$ cat src/design/cc16_pkg.sv
package cc16_pkg;

   localparam int DATA_W     = 8;
   localparam int ADDR_W     = 8;
   localparam int CNT_W      = 16;
   localparam int NUM_CH     = 2;
   localparam int FILTER_LEN = 4;

   localparam logic [ADDR_W-1:0] REG_CTRL_A   = 8'h00;
   localparam logic [ADDR_W-1:0] REG_CTRL_B   = 8'h01;
   localparam logic [ADDR_W-1:0] REG_FORCE    = 8'h02;
   localparam logic [ADDR_W-1:0] REG_CMP_STAT = 8'h03;
   localparam logic [ADDR_W-1:0] REG_FLAGS    = 8'h04;
   localparam logic [ADDR_W-1:0] REG_IRQ_EN   = 8'h05;
   localparam logic [ADDR_W-1:0] REG_CAP_L    = 8'h06;
   localparam logic [ADDR_W-1:0] REG_CAP_H    = 8'h07;
   localparam logic [ADDR_W-1:0] REG_CMPA_L   = 8'h08;
   localparam logic [ADDR_W-1:0] REG_CMPA_H   = 8'h09;
   localparam logic [ADDR_W-1:0] REG_CMPB_L   = 8'h0A;
   localparam logic [ADDR_W-1:0] REG_CMPB_H   = 8'h0B;

   // Control A: mode A [7:6], mode B [5:4], waveform [1:0]
   localparam int CTA_COM_HI   = 7;
   localparam int CTA_WGM_LO   = 0;
   // Control B: filter [7], rising edge [6], waveform [4:3]
   localparam int CTB_FILT     = 7;
   localparam int CTB_EDGE     = 6;
   localparam int CTB_WGM_LO   = 3;
   localparam int FORCE_A_BIT  = 7;
   localparam int CSTAT_SEL    = 2;
   localparam int FLG_CAP      = 5;
   localparam int FLG_CMP_LO   = 1;

   localparam logic [DATA_W-1:0] CTRL_A_RST = 8'h00;
   localparam logic [DATA_W-1:0] CTRL_B_RST = 8'h00;
   localparam logic [CNT_W-1:0]  TOP_8BIT   = 16'h00FF;
   localparam logic [CNT_W-1:0]  TOP_9BIT   = 16'h01FF;
   localparam logic [CNT_W-1:0]  TOP_10BIT  = 16'h03FF;
   localparam logic [CNT_W-1:0]  TOP_MAX    = 16'hFFFF;

   typedef enum logic [3:0] {
      WGM_NORMAL  = 4'h0, WGM_PC8   = 4'h1, WGM_PC9   = 4'h2, WGM_PC10  = 4'h3,
      WGM_CTC_A   = 4'h4, WGM_FAST8 = 4'h5, WGM_FAST9 = 4'h6, WGM_FAST10 = 4'h7,
      WGM_PFC_CAP = 4'h8, WGM_PFC_A = 4'h9, WGM_PC_CAP = 4'hA, WGM_PC_A  = 4'hB,
      WGM_CTC_CAP = 4'hC, WGM_RSVD  = 4'hD, WGM_FAST_CAP = 4'hE, WGM_FAST_A = 4'hF
   } wgm_t;

   typedef enum logic [1:0] {
      COM_OFF = 2'h0, COM_TOGGLE = 2'h1, COM_CLEAR = 2'h2, COM_SET = 2'h3
   } com_t;

   typedef struct packed {
      logic [ADDR_W-1:0] addr;
      logic [DATA_W-1:0] wdata;
      logic              wr;
      logic              rd;
   } bus_req_t;

   typedef struct packed {
      logic [CNT_W-1:0] value;
      logic             tick;
      logic             at_top;
      logic             at_bottom;
      logic             down;
      logic             write;
   } counter_t;

   function automatic logic is_pwm(input wgm_t w);
      return !(w == WGM_NORMAL || w == WGM_CTC_A || w == WGM_CTC_CAP || w == WGM_RSVD);
   endfunction

   function automatic logic cap_is_top(input wgm_t w);
      return w == WGM_PFC_CAP || w == WGM_PC_CAP || w == WGM_CTC_CAP || w == WGM_FAST_CAP;
   endfunction

   function automatic logic is_fast(input wgm_t w);
      return w == WGM_FAST8 || w == WGM_FAST9 || w == WGM_FAST10 || w == WGM_FAST_CAP || w == WGM_FAST_A;
   endfunction

endpackage

$ cat src/design/cc16_unit.sv
// Decided for this implementation: strobed register access and the register addresses.
module cc16_unit
   import cc16_pkg::*;
(
   // Clock and reset
   input  wire logic               clk,
   input  wire logic               rst_n,
   // Register port
   input  wire bus_req_t           bus,
   output logic [DATA_W-1:0]       rdata_ff,
   // Trigger inputs from pins
   input  wire logic               capture_pin,
   input  wire logic               comparator_output,
   // Counter unit status
   input  wire counter_t           cnt,
   // Interrupt service acknowledges
   input  wire logic               capture_ack,
   input  wire logic [NUM_CH-1:0]  compare_ack,
   // Results
   output logic                    capture_irq_ff,
   output logic [NUM_CH-1:0]       compare_irq_ff,
   output logic [NUM_CH-1:0]       compare_output_state_ff,
   output logic [CNT_W-1:0]        top_value_ff
);

   logic [DATA_W-1:0]     ctrl_a_ff, nxt_ctrl_a, ctrl_b_ff, nxt_ctrl_b;
   logic                  comp_sel_ff, nxt_comp_sel;
   logic [DATA_W-1:0]     irq_en_ff, nxt_irq_en, temp_ff, nxt_temp, nxt_rdata;
   logic [CNT_W-1:0]      cap_ff, nxt_cap;
   logic                  cap_flag_ff, nxt_cap_flag;
   logic [CNT_W-1:0]      cmp_ff [NUM_CH], nxt_cmp [NUM_CH];
   logic [CNT_W-1:0]      buf_ff [NUM_CH], nxt_buf [NUM_CH];
   logic [NUM_CH-1:0]     cflag_ff, nxt_cflag, nxt_oc, match, cmp_set;
   logic                  block_ff, nxt_block;
   logic                  pin_s1_ff, pin_s2_ff, cmp_s1_ff, cmp_s2_ff;
   logic [FILTER_LEN-1:0] shift_ff, nxt_shift;
   logic                  filt_ff, nxt_filt, prev_ff, nxt_prev;
   logic                  cap_src, filt_out, cap_trig, edge_ok;
   logic                  nxt_cap_irq;
   logic [NUM_CH-1:0]     nxt_cmp_irq;
   logic [CNT_W-1:0]      nxt_top;
   wgm_t                  wgm;
   logic                  filt_en, pwm, wr_force;

   function automatic com_t com_of(input logic [DATA_W-1:0] ca, input int ch);
      return com_t'(ca[CTA_COM_HI-2*ch -: 2]);
   endfunction

   // Output action for a match; phase correct modes depend on direction
   function automatic logic match_action(input com_t c, input wgm_t w, input logic down, input logic cur);
      logic r;
      r = cur;
      if (!is_pwm(w)) begin
         unique case (c)
            COM_TOGGLE: r = !cur;
            COM_CLEAR:  r = 1'b0;
            COM_SET:    r = 1'b1;
            COM_OFF:    r = cur;
         endcase
      end else if (c == COM_CLEAR) begin
         r = is_fast(w) ? 1'b0 : down;
      end else if (c == COM_SET) begin
         r = is_fast(w) ? 1'b1 : !down;
      end
      return r;
   endfunction

   assign wgm      = wgm_t'({ctrl_b_ff[CTB_WGM_LO +: 2], ctrl_a_ff[CTA_WGM_LO +: 2]});
   assign filt_en  = ctrl_b_ff[CTB_FILT];
   assign pwm      = is_pwm(wgm);
   assign wr_force = bus.wr && bus.addr == REG_FORCE;

   // Two-flop synchronizers for the capture pin and the comparator output
   always_ff @(posedge clk) begin
      if (!rst_n) begin
         pin_s1_ff <= 1'b0;
         pin_s2_ff <= 1'b0;
         cmp_s1_ff <= 1'b0;
         cmp_s2_ff <= 1'b0;
      end else begin
         pin_s1_ff <= capture_pin;
         pin_s2_ff <= pin_s1_ff;
         cmp_s1_ff <= comparator_output;
         cmp_s2_ff <= cmp_s1_ff;
      end
   end

   // Capture path: source select, filter, edge detector
   assign cap_src  = comp_sel_ff ? cmp_s2_ff : pin_s2_ff;
   assign filt_out = filt_en ? filt_ff : cap_src;
   assign edge_ok  = ctrl_b_ff[CTB_EDGE] ? filt_out : !filt_out;
   assign cap_trig = (filt_out != prev_ff) && edge_ok && !cap_is_top(wgm);

   always_comb begin
      nxt_shift = {shift_ff[FILTER_LEN-2:0], cap_src};
      nxt_filt  = filt_ff;
      // Judging the incoming sample too keeps the added delay at four clocks
      if (nxt_shift == {FILTER_LEN{1'b1}}) begin
         nxt_filt = 1'b1;
      end else if (nxt_shift == {FILTER_LEN{1'b0}}) begin
         nxt_filt = 1'b0;
      end
      // Detector stays frozen in capture-top modes, so a level change there fires an edge on leaving
      nxt_prev = cap_is_top(wgm) ? prev_ff : filt_out;
   end

   always_ff @(posedge clk) begin
      if (!rst_n) begin
         shift_ff <= '0;
         filt_ff  <= 1'b0;
         prev_ff  <= 1'b0;
      end else begin
         shift_ff <= nxt_shift;
         filt_ff  <= nxt_filt;
         prev_ff  <= nxt_prev;
      end
   end

   // Comparators run continuously
   always_comb begin
      for (int ch = 0; ch < NUM_CH; ch++) begin
         match[ch]   = cnt.value == cmp_ff[ch];
         cmp_set[ch] = cnt.tick && match[ch] && !block_ff;
      end
   end

   // Registers, flags, compare values and output state
   always_comb begin
      nxt_ctrl_a   = ctrl_a_ff;
      nxt_ctrl_b   = ctrl_b_ff;
      nxt_comp_sel = comp_sel_ff;
      nxt_irq_en   = irq_en_ff;
      nxt_temp     = temp_ff;
      nxt_cap      = cap_ff;
      nxt_cap_flag = cap_flag_ff;
      nxt_cflag    = cflag_ff;
      nxt_oc       = compare_output_state_ff;
      nxt_rdata    = '0;
      // A counter write blocks matches until the next timer tick has passed
      nxt_block    = cnt.write ? 1'b1 : (cnt.tick ? 1'b0 : block_ff);
      for (int ch = 0; ch < NUM_CH; ch++) begin
         nxt_cmp[ch] = cmp_ff[ch];
         nxt_buf[ch] = buf_ff[ch];
      end

      if (bus.wr) begin
         unique case (bus.addr)
            REG_CTRL_A:   nxt_ctrl_a = bus.wdata;
            REG_CTRL_B:   nxt_ctrl_b = bus.wdata;
            REG_CMP_STAT: nxt_comp_sel = bus.wdata[CSTAT_SEL];
            REG_IRQ_EN:   nxt_irq_en = bus.wdata;
            REG_FLAGS: begin
               nxt_cap_flag = cap_flag_ff && !bus.wdata[FLG_CAP];
               nxt_cflag    = cflag_ff & ~bus.wdata[FLG_CMP_LO +: NUM_CH];
            end
            REG_CAP_H, REG_CMPA_H, REG_CMPB_H: nxt_temp = bus.wdata;
            REG_CAP_L: begin
               if (cap_is_top(wgm)) begin
                  nxt_cap = {temp_ff, bus.wdata};
               end
            end
            REG_CMPA_L, REG_CMPB_L: begin
               for (int ch = 0; ch < NUM_CH; ch++) begin
                  if (bus.addr == REG_CMPA_L + ADDR_W'(2*ch)) begin
                     if (pwm) begin
                        nxt_buf[ch] = {temp_ff, bus.wdata};
                     end else begin
                        nxt_cmp[ch] = {temp_ff, bus.wdata};
                     end
                  end
               end
            end
            default: ;
         endcase
      end

      if (capture_ack) begin
         nxt_cap_flag = 1'b0;
      end
      nxt_cflag = nxt_cflag & ~compare_ack;
      if (cap_trig) begin
         nxt_cap      = cnt.value;
         nxt_cap_flag = 1'b1;
      end

      for (int ch = 0; ch < NUM_CH; ch++) begin
         if (cmp_set[ch]) begin
            nxt_cflag[ch] = 1'b1;
            nxt_oc[ch] = match_action(com_of(ctrl_a_ff, ch), wgm, cnt.down,
                                      compare_output_state_ff[ch]);
         end
         // Force: same output action as a match, flag and counter untouched
         if (wr_force && bus.wdata[FORCE_A_BIT-ch] && !pwm) begin
            nxt_oc[ch] = match_action(com_of(ctrl_a_ff, ch), wgm, cnt.down,
                                      compare_output_state_ff[ch]);
         end
         // Fast modes restart the pulse at bottom
         if (pwm && is_fast(wgm) && cnt.tick && cnt.at_bottom) begin
            if (com_of(ctrl_a_ff, ch) == COM_CLEAR) begin
               nxt_oc[ch] = 1'b1;
            end else if (com_of(ctrl_a_ff, ch) == COM_SET) begin
               nxt_oc[ch] = 1'b0;
            end
         end
         // Buffered value moves over at bottom for the frequency correct modes
         if (pwm && cnt.tick && ((wgm == WGM_PFC_CAP || wgm == WGM_PFC_A) ? cnt.at_bottom : cnt.at_top)) begin
            nxt_cmp[ch] = buf_ff[ch];
         end
      end

      if (bus.rd) begin
         unique case (bus.addr)
            REG_CTRL_A:   nxt_rdata = ctrl_a_ff;
            REG_CTRL_B:   nxt_rdata = ctrl_b_ff;
            REG_CMP_STAT: nxt_rdata = DATA_W'({comp_sel_ff, {CSTAT_SEL{1'b0}}});
            REG_IRQ_EN:   nxt_rdata = irq_en_ff;
            REG_FLAGS: begin
               nxt_rdata[FLG_CAP] = cap_flag_ff;
               nxt_rdata[FLG_CMP_LO +: NUM_CH] = cflag_ff;
            end
            REG_CAP_L: begin
               nxt_rdata = cap_ff[DATA_W-1:0];
               nxt_temp  = cap_ff[CNT_W-1:DATA_W];
            end
            REG_CAP_H:  nxt_rdata = temp_ff;
            // Compare values change only by writes, so no temp on read
            REG_CMPA_L: nxt_rdata = pwm ? buf_ff[0][DATA_W-1:0] : cmp_ff[0][DATA_W-1:0];
            REG_CMPA_H: nxt_rdata = pwm ? buf_ff[0][CNT_W-1:DATA_W] : cmp_ff[0][CNT_W-1:DATA_W];
            REG_CMPB_L: nxt_rdata = pwm ? buf_ff[1][DATA_W-1:0] : cmp_ff[1][DATA_W-1:0];
            REG_CMPB_H: nxt_rdata = pwm ? buf_ff[1][CNT_W-1:DATA_W] : cmp_ff[1][CNT_W-1:DATA_W];
            default:    nxt_rdata = '0;
         endcase
      end

      nxt_cap_irq = nxt_cap_flag && irq_en_ff[FLG_CAP];
      nxt_cmp_irq = nxt_cflag & irq_en_ff[FLG_CMP_LO +: NUM_CH];

      unique case (wgm)
         WGM_PC8, WGM_FAST8:   nxt_top = TOP_8BIT;
         WGM_PC9, WGM_FAST9:   nxt_top = TOP_9BIT;
         WGM_PC10, WGM_FAST10: nxt_top = TOP_10BIT;
         WGM_CTC_A, WGM_PFC_A, WGM_PC_A, WGM_FAST_A: nxt_top = cmp_ff[0];
         WGM_PFC_CAP, WGM_PC_CAP, WGM_CTC_CAP, WGM_FAST_CAP: nxt_top = cap_ff;
         default:              nxt_top = TOP_MAX;
      endcase
   end

   always_ff @(posedge clk) begin
      if (!rst_n) begin
         ctrl_a_ff               <= CTRL_A_RST;
         ctrl_b_ff               <= CTRL_B_RST;
         comp_sel_ff             <= 1'b0;
         irq_en_ff               <= '0;
         temp_ff                 <= '0;
         cap_ff                  <= '0;
         cap_flag_ff             <= 1'b0;
         cflag_ff                <= '0;
         block_ff                <= 1'b0;
         compare_output_state_ff <= '0;
         rdata_ff                <= '0;
         capture_irq_ff          <= 1'b0;
         compare_irq_ff          <= '0;
         top_value_ff            <= TOP_MAX;
         for (int ch = 0; ch < NUM_CH; ch++) begin
            cmp_ff[ch] <= '0;
            buf_ff[ch] <= '0;
         end
      end else begin
         ctrl_a_ff               <= nxt_ctrl_a;
         ctrl_b_ff               <= nxt_ctrl_b;
         comp_sel_ff             <= nxt_comp_sel;
         irq_en_ff               <= nxt_irq_en;
         temp_ff                 <= nxt_temp;
         cap_ff                  <= nxt_cap;
         cap_flag_ff             <= nxt_cap_flag;
         cflag_ff                <= nxt_cflag;
         block_ff                <= nxt_block;
         compare_output_state_ff <= nxt_oc;
         rdata_ff                <= nxt_rdata;
         capture_irq_ff          <= nxt_cap_irq;
         compare_irq_ff          <= nxt_cmp_irq;
         top_value_ff            <= nxt_top;
         for (int ch = 0; ch < NUM_CH; ch++) begin
            cmp_ff[ch] <= nxt_cmp[ch];
            buf_ff[ch] <= nxt_buf[ch];
         end
      end
   end
endmodule

$ cat config.mk
export PLATFORM = sky130hd
export DESIGN_NAME = cc16_unit
export DESIGN_NICKNAME = d
export VERILOG_FILES = /design/src/design/cc16_pkg.sv /design/src/design/cc16_unit.sv
export SDC_FILE = /design/constraint.sdc
export NUM_CORES = 1
export LEC_CHECK = 0
export BUFFER_PORTS_ARGS = -buffer_cell sky130_fd_sc_hd__buf_2
export CELL_PAD_IN_SITES_DETAIL_PLACEMENT = 1
export CELL_PAD_IN_SITES_GLOBAL_PLACEMENT = 1
export CORE_MARGIN = 2
export CORE_UTILIZATION = 50
export CTS_BUF_LIST = sky130_fd_sc_hd__clkbuf_8
export DETAILED_ROUTE_END_ITERATION = 10
export PLACE_DENSITY_LB_ADDON = 0.1
export SLEW_MARGIN = 20
export SYNTH_ARGS = -nofsm -noshare
export SYNTH_HDL_FRONTEND = slang
export SYNTH_SLANG_ARGS = --single-unit
export TNS_END_PERCENT = 30
$ cat constraint.sdc
create_clock -name clk -period 3.1 [get_ports clk]
set_clock_uncertainty 0.1 [all_clocks]
set_input_delay 0.31 -clock clk [delete_from_list [all_inputs] [get_ports clk]]
set_output_delay 0.31 -clock clk [all_outputs]
set_load 0.01 [all_outputs]
==> impl_results.md <==
* Post-CTS setup buffers at 0
* Critical Path End Type: flop
* Syn. warnings at 0
* Syn Nets at 955
* Seq/Total Area, Yosys at 41.3%
* Internal at roughly 2.7 mW
* Num CTS Buffers at 17
* Overall power at 3.72 mW
* Post-Route Utilization at between 50 and 60%
* Clk buf depth at 2
* Setup TNS at 0 ps
* DP Wirelength at between 20000 and 25000 um
* Crit path arrival time at 2970 ps
* Min-Delay Path Class: primary input to flop
* Detail Route Antenna Nets at 0
* Max-cap violations at 0
* Antenna diodes at 0
* # setup viols final at 0
* Largest net degree at the start of global routing at 57
* Switching power of the nets at 1.04 mW
* Vias in the first global route at 7530
* First-pass GRT wire length at 47000 um
* Starting DRT DRC Count at 832
* Layout fillers at 1777
* Clock power share at 39.6%
* Layout area overhead at 12.3%
* First-pass DRT Iterations at 5
* Core ar. at between 10000 and 15000 um2
* Final Wtd Congestion at 0.977
* # clock sinks at 155
* GRT Total Usage at 38.8%
* Later-pin clock latency in the skew report at 490 ps
* Status: finished clean
* Combinational cell fraction of total power at 6.4%
* Die area at 16000 um2
* Syn Area/Cell at 8.28 um2
* Clk slew on worst S/H paths at about 90 ps
* WL per Instance at 26.4 um
* Crit path launch type: flop
* Critical Path RT at between 3000 and 4000 ps
* Async SR Flop Fraction at 0%
* Port Buffers at 74
* Worst setup path class: flop to flop
* Distinct cell type count after synthesis at approximately 70
* TritonCTS clock tree: yes
* Root buf cell: clkbuf_8
* I/O Pins at 75
* Switching Fraction at 28.0%
* Period minus WS final at 2670 ps
* Max VDD drop at 0.269 mV
* Netlist Area Pre-Place at 7520 um2
* Depth of the CTS H-tree at 4
* Slew HR at about 36%
* Primary FF master, synth: dfxtp_1
* Unrepaired setup endpoints after global routing: false
* Antenna violations before repair at 0
* Post-route DRC violation count at 0
* Vias at around 7600
* Sequential share of power at 54.0%
* Nets at roughly 1000
* Final hold vios at 0
* Vias per cell at 6.56
* Chip width at ~130 um
* Final worst path period share at a little under nine tenths
* Synth Instances at 909
* Max Clk Rate at approximately 0.37 GHz
* Row cnt at 44
* EDFF count, synth at 0
* Routed wire length at 30700 um
* Fin. max-slew vios at 0
* CP Max Fanout at 16
* Die Height at 127 um
* Flops & latches, synth at 155
* Slew @ Worst Pin at 953 ps
* Initial Utilization at 51.6%
* Ratio of cells with drive above 1 in the final layout at between 10% and 20%
* Grt total ovfl at 0
* Power Density at 441 nW/um2
* LEAKAGE at ~3.0 nW
critical path, cell delays in order (launching register included):
cell     delay, ps
dfxtp_1        430
buf_4          220
nor3b_1        300
mux2i_1        320
nor3_4         140
nor2_2         670
nand2_1        160
a21oi_1        220
power by group through the flow:
| stage | Clock (mW) | Sequential, mW | Combinational (mW) |
|---|---|---|---|
| after floorplan | 0 | 2.05 | 0.122 |
| after global placement | 0 | 2.05 | 0.222 |
| after detailed placement | 0 | 2.06 | 0.226 |
| after CTS | 1.48 | 2.01 | 0.231 |
| after global routing | 1.55 | 2.01 | 0.250 |
| final | 1.48 | 2.01 | 0.239 |
final cells by class:
type,count,area [um2],share of cell area [%]
multi-input cells,667,4020,47.6
flip-flops and latches,155,3100,36.7
repair buffers,114,691,8.18
clock buffers,19,262,3.10
well taps,184,230,2.73
clock inverters,13,108,1.27
inverters,9,35.0,0.415
registers in the layout, indices dropped and copies added (netlist names), 3 cells and up:
signal        count
top_value_ff     16
rdata_ff          8
cmp_ff           32
temp_ff           8
ctrl_b_ff         8
shift_ff          3
cap_ff           16
buf_ff           32
ctrl_a_ff         8
irq_en_ff         8
synth_stat cells, drive strengths merged (4+ instances only):
library cell,count,share of area (%)
nor3,6,0.67
a22oi,55,5.5
nand4,6,0.50
a221o,15,2.0
clkbuf,42,2.1
nand2,172,8.6
inv,9,0.45
buf,36,3.0
nor2b,11,0.95
a211oi,9,0.90
mux2,6,0.90
and2,13,1.1
dfxtp,155,41
o21ai,16,1.1
xnor2,20,2.3
nor2,42,2.4
and3,6,0.50
nand3,35,2.3
a31oi,12,1.0
a21oi,122,8.1
nand2b,8,0.67
nand3b,5,0.50
o211ai,8,0.80
nor4,6,0.70
mux2i,31,4.1
xor2,12,1.4
a22o,4,0.47
what timing repair did:
item / 4_1_cts / 5_1_grt
hold endpoints to repair: 3 / 0
hold buffers: 3 / 0
gates resized for setup: 0 / 0
final timing paths:
check	from	endpoint	slack, ps	cells past startpoint
hold / removal	compare_ack[1]	cflag_ff[1]$_SDFF_PN0_	10	3
hold reg to reg	cmp_s1_ff$_SDFF_PN0_	cmp_s2_ff$_SDFF_PN0_	360	1
setup / recovery	ctrl_b_ff[4]$_SDFFE_PN0P_	cmp_ff[0][31]$_SDFFE_PN0P_	430	7
setup reg to reg	ctrl_b_ff[4]$_SDFFE_PN0P_	cmp_ff[0][31]$_SDFFE_PN0P_	430	7
cells by family after synthesis:
group           Yosys count  share of synthesized area (%)
compound gates          276                           23.9
mux                      40                           5.92
flops                   155                           41.3
xor+xnor                 32                           3.73
simple gates            319                           19.7
buf+inv                  87                           5.52
layer usage:
metal | global-route usage, % | share of wire [%]
met1 | 52.4 | 41
met2 | 60.6 | 46
met3 | 6.50 | 8.2
met4 | 18.4 | 5.0
met5 | 0 | 0
metrics by stage:
stage | std cells | worst slack [ps] | hold slack, ps | instance area (um2)
after CTS | 1161 | 463 | 0.874 | 8440
after detailed placement | 1126 | 288 | 336 | 8050
after global routing | 1161 | 275 | 38.0 | 8440
after floorplan | 909 | 947 | 312 | 7520
after global placement | 1126 | 375 | 312 | 8050
final | 1161 | 431 | 10.0 | 8440
cell usage in the layout (no fill, tap or decap), types with 9 or more instances in the layout:
cell        n
mux2i_1    31
a21oi_1   122
dfxtp_1   155
buf_4      36
a22oi_1    55
a31oi_1    12
xor2_1     12
a211oi_1    9
and2_1     13
xnor2_1    20
a221o_1    15
clkbuf_8   19
nand2_1   172
nand3_1    35
o21ai_0    15
buf_2      74
nor2_1     38
nor2b_1    10
No activity file was read; power rests on OpenSTA's default activity.
